`config.mk`:
```
export PLATFORM = sky130hd
export DESIGN_NAME = lsms_slave
export DESIGN_NICKNAME = d
export VERILOG_FILES = /design/src/lsms_slave.v
export VERILOG_INCLUDE_DIRS = /design/src
export SDC_FILE = /design/constraint.sdc
export NUM_CORES = 1
export LEC_CHECK = 0
export BUFFER_PORTS_ARGS = -buffer_cell sky130_fd_sc_hd__buf_2
export CAP_MARGIN = 10
export CORE_MARGIN = 8
export CORE_UTILIZATION = 30
export CTS_BUF_LIST = sky130_fd_sc_hd__clkbuf_2 sky130_fd_sc_hd__clkbuf_4 sky130_fd_sc_hd__clkbuf_8
export CTS_CLUSTER_SIZE = 24
export DETAILED_ROUTE_END_ITERATION = 7
export PLACE_DENSITY = 0.47
export SYNTH_ARGS = -nofsm -noshare
export SYNTH_HDL_FRONTEND = slang
export SYNTH_SLANG_ARGS = --single-unit
```
`constraint.sdc`:
```
create_clock -name clk -period 8.1 [get_ports clk]
set_input_delay 0.405 -clock clk [delete_from_list [all_inputs] [get_ports clk]]
set_output_delay 0.405 -clock clk [all_outputs]
set_load 0.01 [all_outputs]
```
`src/lsms_defs.vh`:
```
`ifndef LSMS_DEFS_VH
`define LSMS_DEFS_VH
`define LSMS_FN_READ 8'h03
`define LSMS_FN_WRITE 8'h06
`define LSMS_REG_STATUS 16'h0001
`define LSMS_REG_STRENGTH 16'h0002
`define LSMS_REG_ADDR 16'h0004
`define LSMS_REG_BAUD 16'h0005
`define LSMS_RD_ADDR 16'h0003
`define LSMS_RD_BAUD 16'h0004
`define LSMS_ADDR_RESET 8'h01
`define LSMS_ADDR_MIN 8'h01
`define LSMS_ADDR_MAX 8'hfe
`define LSMS_BAUD_RESET 8'h07
`define LSMS_CNT_MIN 16'h0001
`define LSMS_CNT_MAX 16'h0005
`define LSMS_LOW_THRESH 16'd3900
`define LSMS_HIGH_THRESH 16'd4100
`define LSMS_CRC_INIT 16'hffff
`define LSMS_CRC_POLY 16'ha001
`define LSMS_REQ_LEN 4'd8
`define LSMS_LED_MS 100
`define LSMS_CLK_MHZ 125
`define LSMS_LED_CYCLES (`LSMS_LED_MS * 1000 * `LSMS_CLK_MHZ)
`endif

```
`src/lsms_slave.v`:
```
`timescale 1ns/1ps
`include "lsms_defs.vh"
// Overview of operation
// - station address 1..254; only frames with matching first byte are acted on
// - function byte 0x03 means register read
// - read start address bytes 3-4, count bytes 5-6, high byte first
// - read count must be 1 to 5
// - frames end in CRC16 over preceding bytes, low byte then high byte
// - read reply is address, function, byte count, data high/low, CRC
// - level status register at 1 reads 0 for absent, 1 for present
// - status absent below 3900, present above 4100, else holds
// - write 0x06 to register 0x04, byte five zero, byte six new address
// - good address change flashes LED, replies from new address echoing it
// - write 0x06 to register 0x05 sets baud code, flashes LED, no reply
// - baud codes 05..0f except 0b select 2400 to 256000 baud
module lsms_slave #(
  parameter LED_CYCLES = `LSMS_LED_CYCLES
) (
  // clock and reset
  input wire clk,
  input wire rst_b,
  input wire ce,
  // received bytes from uart
  input wire rx_valid,
  input wire [7:0] rx_data,
  input wire rx_frame_end,
  // transmit bytes to uart
  output reg tx_valid,
  output reg [7:0] tx_data,
  input wire tx_ready,
  // sensor, indicator and configuration
  input wire [15:0] signal_strength_value,
  output reg led,
  output reg [7:0] station_address,
  output reg [7:0] baud_rate_code
);
  localparam S_RX = 2'd0;
  localparam S_EXEC = 2'd1;
  localparam S_TX = 2'd2;
  localparam S_CRC = 2'd3;

  reg [1:0] state;
  reg [7:0] req [0:7];
  reg [3:0] rx_cnt;
  reg [15:0] rx_crc;
  reg [7:0] rsp [0:14];
  reg [3:0] rsp_len;
  reg [3:0] tx_idx;
  reg [15:0] tx_crc;
  reg [1:0] crc_phase;
  reg level;
  reg [31:0] led_cnt;

  function [15:0] crc_byte;
    input [15:0] c;
    input [7:0] d;
    integer i;
    reg [15:0] t;
    begin
      t = c ^ {8'h00, d};
      for (i = 0; i < 8; i = i + 1) begin
        t = t[0] ? ((t >> 1) ^ `LSMS_CRC_POLY) : (t >> 1);
      end
      crc_byte = t;
    end
  endfunction

  function [15:0] reg_read;
    input [15:0] a;
    begin
      case (a)
        `LSMS_REG_STATUS: reg_read = {15'h0000, level};
        `LSMS_REG_STRENGTH: reg_read = signal_strength_value;
        // read offsets sit one below the write targets of the same settings
        `LSMS_RD_ADDR: reg_read = {8'h00, station_address};
        `LSMS_RD_BAUD: reg_read = {8'h00, baud_rate_code};
        default: reg_read = 16'h0000;
      endcase
    end
  endfunction

  // one half of a readable register, high half when hi is set
  function [7:0] reg_byte;
    input [15:0] a;
    input hi;
    reg [15:0] w;
    begin
      w = reg_read(a);
      reg_byte = hi ? w[15:8] : w[7:0];
    end
  endfunction

  wire [15:0] start = {req[2], req[3]};
  wire [15:0] count = {req[4], req[5]};
  wire [15:0] wr_reg = {req[2], req[3]};
  wire crc_ok = (rx_crc == 16'h0000);
  wire addr_hit = (req[0] == station_address);
  wire new_addr_ok = (req[4] == 8'h00) && (req[5] >= `LSMS_ADDR_MIN) && (req[5] <= `LSMS_ADDR_MAX);
  wire baud_ok = (req[4] == 8'h00) && (req[5] >= 8'h05) && (req[5] <= 8'h0f) && (req[5] != 8'h0b);
  wire read_ok = (count >= `LSMS_CNT_MIN) && (count <= `LSMS_CNT_MAX);
  wire tx_take = tx_valid && tx_ready;
  integer k;

  always @(posedge clk) begin
    if (!rst_b) begin
      level <= 1'b0;
    end else if (ce) begin
      if (signal_strength_value < `LSMS_LOW_THRESH) begin
        level <= 1'b0;
      end else if (signal_strength_value > `LSMS_HIGH_THRESH) begin
        level <= 1'b1;
      end
    end
  end

  always @(posedge clk) begin
    if (!rst_b) begin
      state <= S_RX;
      rx_cnt <= 4'h0;
      rx_crc <= `LSMS_CRC_INIT;
      rsp_len <= 4'h0;
      tx_idx <= 4'h0;
      tx_crc <= `LSMS_CRC_INIT;
      crc_phase <= 2'd0;
      tx_valid <= 1'b0;
      tx_data <= 8'h00;
      station_address <= `LSMS_ADDR_RESET;
      baud_rate_code <= `LSMS_BAUD_RESET;
      led_cnt <= 32'h0;
      led <= 1'b0;
      for (k = 0; k < 8; k = k + 1) begin
        req[k] <= 8'h00;
      end
      for (k = 0; k < 15; k = k + 1) begin
        rsp[k] <= 8'h00;
      end
    end else if (ce) begin
      led <= (led_cnt != 32'h0);
      if (led_cnt != 32'h0) begin
        led_cnt <= led_cnt - 32'h1;
      end
      case (state)
        S_RX: begin
          if (rx_valid) begin
            if (rx_cnt < `LSMS_REQ_LEN) begin
              req[rx_cnt[2:0]] <= rx_data;
            end
            // count one past a full request so an overlong frame fails the length test
            if (rx_cnt <= `LSMS_REQ_LEN) begin
              rx_cnt <= rx_cnt + 4'h1;
            end
            rx_crc <= crc_byte(rx_crc, rx_data);
          end
          // frame boundary from line silence
          if (rx_frame_end) begin
            if (rx_cnt == `LSMS_REQ_LEN && crc_ok && addr_hit) begin
              state <= S_EXEC;
            end
            rx_cnt <= 4'h0;
            rx_crc <= `LSMS_CRC_INIT;
          end
        end
        S_EXEC: begin
          state <= S_RX;
          tx_idx <= 4'h0;
          tx_crc <= `LSMS_CRC_INIT;
          crc_phase <= 2'd0;
          if (req[1] == `LSMS_FN_READ && read_ok) begin
            rsp[0] <= station_address;
            rsp[1] <= `LSMS_FN_READ;
            rsp[2] <= {count[6:0], 1'b0};
            for (k = 0; k < 5; k = k + 1) begin
              rsp[3 + 2 * k] <= reg_byte(start + k[15:0], 1'b1);
              rsp[4 + 2 * k] <= reg_byte(start + k[15:0], 1'b0);
            end
            rsp_len <= 4'd3 + {count[2:0], 1'b0};
            state <= S_TX;
          end else if (req[1] == `LSMS_FN_WRITE && wr_reg == `LSMS_REG_ADDR) begin
            // reply echoes whichever address is in force afterwards
            rsp[0] <= new_addr_ok ? req[5] : station_address;
            rsp[1] <= `LSMS_FN_WRITE;
            rsp[2] <= 8'h02;
            rsp[3] <= 8'h00;
            rsp[4] <= new_addr_ok ? req[5] : station_address;
            rsp_len <= 4'd5;
            state <= S_TX;
            if (new_addr_ok) begin
              station_address <= req[5];
              led_cnt <= LED_CYCLES;
            end
          end else if (req[1] == `LSMS_FN_WRITE && wr_reg == `LSMS_REG_BAUD && baud_ok) begin
            baud_rate_code <= req[5];
            led_cnt <= LED_CYCLES;
          end
        end
        S_TX: begin
          if (!tx_valid || tx_take) begin
            if (tx_idx < rsp_len) begin
              tx_valid <= 1'b1;
              tx_data <= rsp[tx_idx];
              tx_crc <= crc_byte(tx_crc, rsp[tx_idx]);
              tx_idx <= tx_idx + 4'h1;
            end else begin
              tx_valid <= 1'b0;
              state <= S_CRC;
            end
          end
        end
        S_CRC: begin
          if (!tx_valid || tx_take) begin
            crc_phase <= crc_phase + 2'd1;
            if (crc_phase == 2'd0) begin
              tx_valid <= 1'b1;
              tx_data <= tx_crc[7:0];
            end else if (crc_phase == 2'd1) begin
              tx_valid <= 1'b1;
              tx_data <= tx_crc[15:8];
            end else begin
              tx_valid <= 1'b0;
              state <= S_RX;
            end
          end
        end
        default: state <= S_RX;
      endcase
    end
  end
endmodule

```
Word level (Yosys, flattened, before mapping)
Memories as Yosys holds them, arrays and structs flattened. A register that Yosys moved wholly into a read port is not among the register bits.
Index checks and enable logic that the tools add are counted.

cells by class
  add/subtract/negate cells = 9
  $lt $le $gt $ge = 11
  equal/unequal tests = 39
  muxes and demuxes = 128
  bitwise logic cells = 38
  reductions and logical operators = 39

operators with widths
  kind                                                             number
  two-way mux 16 bit                                               40
  case mux 16 bit (4 select lines)                                 5
  two-way mux 8 bit                                                25
  two-way mux 32 bit                                               6
  equality test 16 x 2 -> 1 bit, second input constant             10
  equality test 16 x 3 -> 1 bit, second input constant             6
  equality test 16 x 1 -> 1 bit, second input constant             5
  NOT 2 -> 3 bit                                                   16
  two-way mux 4 bit                                                9
  adder 16 x 2 -> 16 bit, second input constant                    2
  case mux 16 bit (2 select lines)                                 1
  nonzero test 32 bit                                              1
  subtractor 32 x 1 -> 32 bit, second input constant               1
  bitwise XOR 16 x 8 -> 16 bit                                     2
  two-way mux 1 bit                                                26
  two-way mux 2 bit                                                10
  OR 1 bit                                                         18
  adder 16 x 1 -> 16 bit, second input constant                    1
  adder 16 x 3 -> 16 bit, second input constant                    1
  >= comparator 16 x 1 -> 1 bit, second input constant             1
  greater-than comparator 16 x 13 -> 1 bit, second input constant  1
  less-or-equal comparator 16 x 3 -> 1 bit, second input constant  1
  logical NOT 16 bit                                               1
  < comparator 16 x 12 -> 1 bit, second input constant             1
  other kinds (39)                                                 74

storage, ports and cells
  flip-flop bits (word level) = 107
  bits in writable memories = 184
  input bits = 30
  output and inout port bits = 26
  logic and storage cells = 280
  memories kept = 2

memories
  memory  depth  width  read ports  clocked after Yosys merged registers in  wr ports  line             source
  rsp     15     8      1           1                                        15        lsms_slave.v:46  reg [7:0] rsp [0:14];
  req     8      8      6           0                                        8         lsms_slave.v:43  reg [7:0] req [0:7];

Depth between registers and ports, before layout
  depth in word-level cells = 20
  depth in mapped cells = 13
  gate-level depth less buffers = 11

Worst setup path before layout
Ideal clock, no wire load.

  path kind = register -> register
  start = memory req[3][5]
  end = memory rsp[1][0] (enable)
  library setup time = 382 ps
  data arrival time = 2847 ps
  data required time = 7718 ps
  slack = 4871 ps
  stages on the path, launching flop included = 9
  buffers on the path = 1
  period minus slack after synthesis = 3229 ps
  cell sequence = edfxtp_1 -> buf_2 -> or3_1 -> or4_1 -> nor3b_2 -> nor4b_2 -> and2_1 -> nor2_1 -> nand2_1

RTL lines
  item             line
  start, declared  lsms_slave.v:43
  end, declared    lsms_slave.v:46

==> out/qor.txt <==
Setup CP Type = reg2reg
Pwr per Cell Area = 215 nW/um2
Initial Util = 30.3%
Slew Limit Fails = 0
Die Area = 51,600 um2
Area leader, netlist = edfxtp_1
Largest cells by area after synthesis = edfxtp_1 27%, dfxtp_1 20%, mux2i_1 5.1%
Worst EP required = 8530 ps
Final setup vio count = 0
CTS tree = built
Synth top area share = 27.2%
Max VDD drop = 102 uV
Max clock buf depth = 3
Final Core Density = 34.4%
Hold path startpoint = signal_strength_value[15]
Clk root buf = clkbuf_8
Yosys Warn Count = 0
TritonRoute pass-1 iters = 6
Syn-to-layout area delta = 13.4%
Syn Inst Count = 1,381
Clock Latency Late Sink = 630 ps
Fin crit period = 3990 ps
First-pass GRT wire length = 62.2 mm
Number of placed I/O pins = 56
CP max stage delay = 640 ps
Power Total = 3.26 mW
Sequential area share after synthesis = 47.5%
Total GRT Usage = 15.4%
Diode count = 0
Initial DRC count = 899
Tightest Pin Transition = 1300 ps
Avg Cell Area, Syn = 9.68 um2
Post-route setup TNS = 0 ps
Fill count = 4,560
Drt wl/cell = 19.6 um
Top FF cell, synth = dfxtp_1
Post-route clock skew = 41.7 ps
Distinct cells, synth = 80
Remaining antenna violation count after routing = 0
Fin crit share = 49.2%
Core area = 44,100 um2
Ys async rst share = 0%
Pleak = 5.54 nW
Most instantiated cells after synthesis = 169 x nor2_1, 136 x dfxtp_1, 121 x edfxtp_1, 120 x nand2_1, 73 x a21oi_1
CP Launch Type = register
Crit-path slowest cell = nor2_2
Post-synth EDFFs = 121
Placer Congestion = 0.852
CP cell instances = inv_1 -> ha_1 -> xnor2_1 -> o21ai_0 -> nor4_1 -> nand2_1 -> nor2_2 -> buf_4 -> o31ai_1 -> a21oi_1
Vias = 10,644
Clk sinks = 257
FMAX = 251 MHz
Hpwl dp = 28.3 mm
Vias per cell = 5.18
Setup repair bufs after CTS = 0
Drt total wl = 40.2 mm
Max-slew headroom = 12.9%
Crit path DAT = 4420 ps
Crit Reg-Reg Startpoint = req[5][0]
# port buffers = 55
DIE HEIGHT = 227 um
Status = completed
Antenna violations before repair = 0
# rows = 77
Largest net degree at the start of global routing = 41
Mapped Area = 13,400 um2
RSZ-0062 raised after global routing = no
Vias in the first global route = 10,332
Number of synthesized register bits = 257
CP Max Fanout = 18
Clock transition at path regs = 60 ps
DRC = 0
Most common cell in the netlist = nor2_1
Hold Crit Class = in2reg
GRT Residual Overflow = 0
Die Wd = 227 um
Final Hold Viols = 0
CP Launch Point = req[5][0]
Share of cells above drive strength 1 = 12.7%
Nets = 1,468
Crit end category = register
Post-CTS resize count = 0
Register area = 6360 um2
H-tree levels = 2
Max-Cap Viols = 0
Hold-fix buffers at CTS = 0
Area taken by multi-input logic gates = 6560 um2
Cts bufs inserted = 48
[power by group]
| group | switching [mW] | internal, mW |
|---|---|---|
| Combinational | 0.249 | 0.178 |
| Sequential | 0.0586 | 1.43 |
| Clock | 0.587 | 0.753 |
| Total | 0.895 | 2.36 |
[flip-flops by register name, summed over array words and instances, names as in the netlist, named ones only]
| name | count |
|---|---|
| rx_crc | 16 |
| tx_data | 8 |
| rsp | 98 |
| station_address | 8 |
| baud_rate_code | 8 |
| tx_crc | 16 |
| led_cnt | 32 |
| req | 48 |
| rx_cnt | 4 |
| led | 1 |
| state | 1 |
| level | 1 |
| tx_valid | 1 |
| tx_idx | 4 |
| rsp_len | 4 |
| crc_phase | 2 |
[worst paths after layout]
check                                   to  slack (ps)  depth (start not counted)
worst min register to register  tx_data[1]         460                          2
worst max-delay path             rsp[6][6]        4110                         10
worst min-delay path            rsp[11][7]         130                          3
worst max register to register   rsp[6][6]        4110                         10
[cell families after synthesis]
logic type      share of synthesized area, %
compound gates                          13.9
xor+xnor                                6.52
fa+ha+maj                               1.50
buf+inv                                 3.55
flops                                   47.5
mux                                     6.86
other cells                           0.0280
simple gates                            20.1
[layout make-up]
| cell class | count | share of cell area, % |
|---|---|---|
| Clock inverter | 21 | 1.06 |
| Timing Repair Buffer | 70 | 2.54 |
| Tap cell | 592 | 4.88 |
| Sequential cell | 257 | 41.9 |
| Multi-Input combinational cell | 1018 | 43.3 |
| Inverter | 27 | 0.668 |
| Clock buffer | 69 | 5.68 |
[critical path, delay by kind of cell (launching register included)]
family	cells	cell delay (ps)
AOI/OAI and AO/OA	3	650
xor gates and xnor gates	1	130
adders and majority gates	1	230
buffers and inverters	2	570
DFF	1	470
and+or+nand+nor	3	1740
[metal layers]
metal	vias to the layer above	track usage (%)	routed length, um
met3	82	2.58	2240
met5	-	0	0
met1	5104	20.5	18300
li1	5107	-	-
met4	0	5.48	1030
met2	351	25.2	18600
[through the flow]
stage | cell area (um2) | hold WS [ps] | setup slack, ps | instances
finish | 15200 | 133 | 4110 | 2054
global route | 15200 | 126 | 3820 | 2054
CTS | 15200 | 86.2 | 4150 | 2053
detailed placement | 14100 | 451 | 4180 | 1963
global placement | 14100 | 447 | 4240 | 1963
floorplan | 13400 | 425 | 4870 | 1384
[cells in the final DEF (no fill, tap or decap), types with 7 or more instances in the layout]
master	n
nor4_1	21
edfxtp_1	121
xor2_1	31
o211ai_1	15
buf_4	14
a21oi_1	73
nand2_1	120
inv_1	25
a22oi_1	16
a31oi_1	12
clkinv_1	8
a211oi_1	8
o21ai_0	56
xnor2_1	55
clkbuf_4	14
ha_1	16
and3_1	23
nand3_1	19
o22ai_1	18
clkinv_2	7
buf_2	55
a222oi_1	15
and2_1	55
mux2i_1	68
a32oi_1	7
nor2b_1	15
or3_1	7
mux4_2	7
dfxtp_1	135
nor3_1	36
nor2_1	168
a22o_1	9
a21o_1	18
or4_1	8
nand2b_1	20
nand4_1	15
clkbuf_8	55
Power figures use the tool's default switching activity.
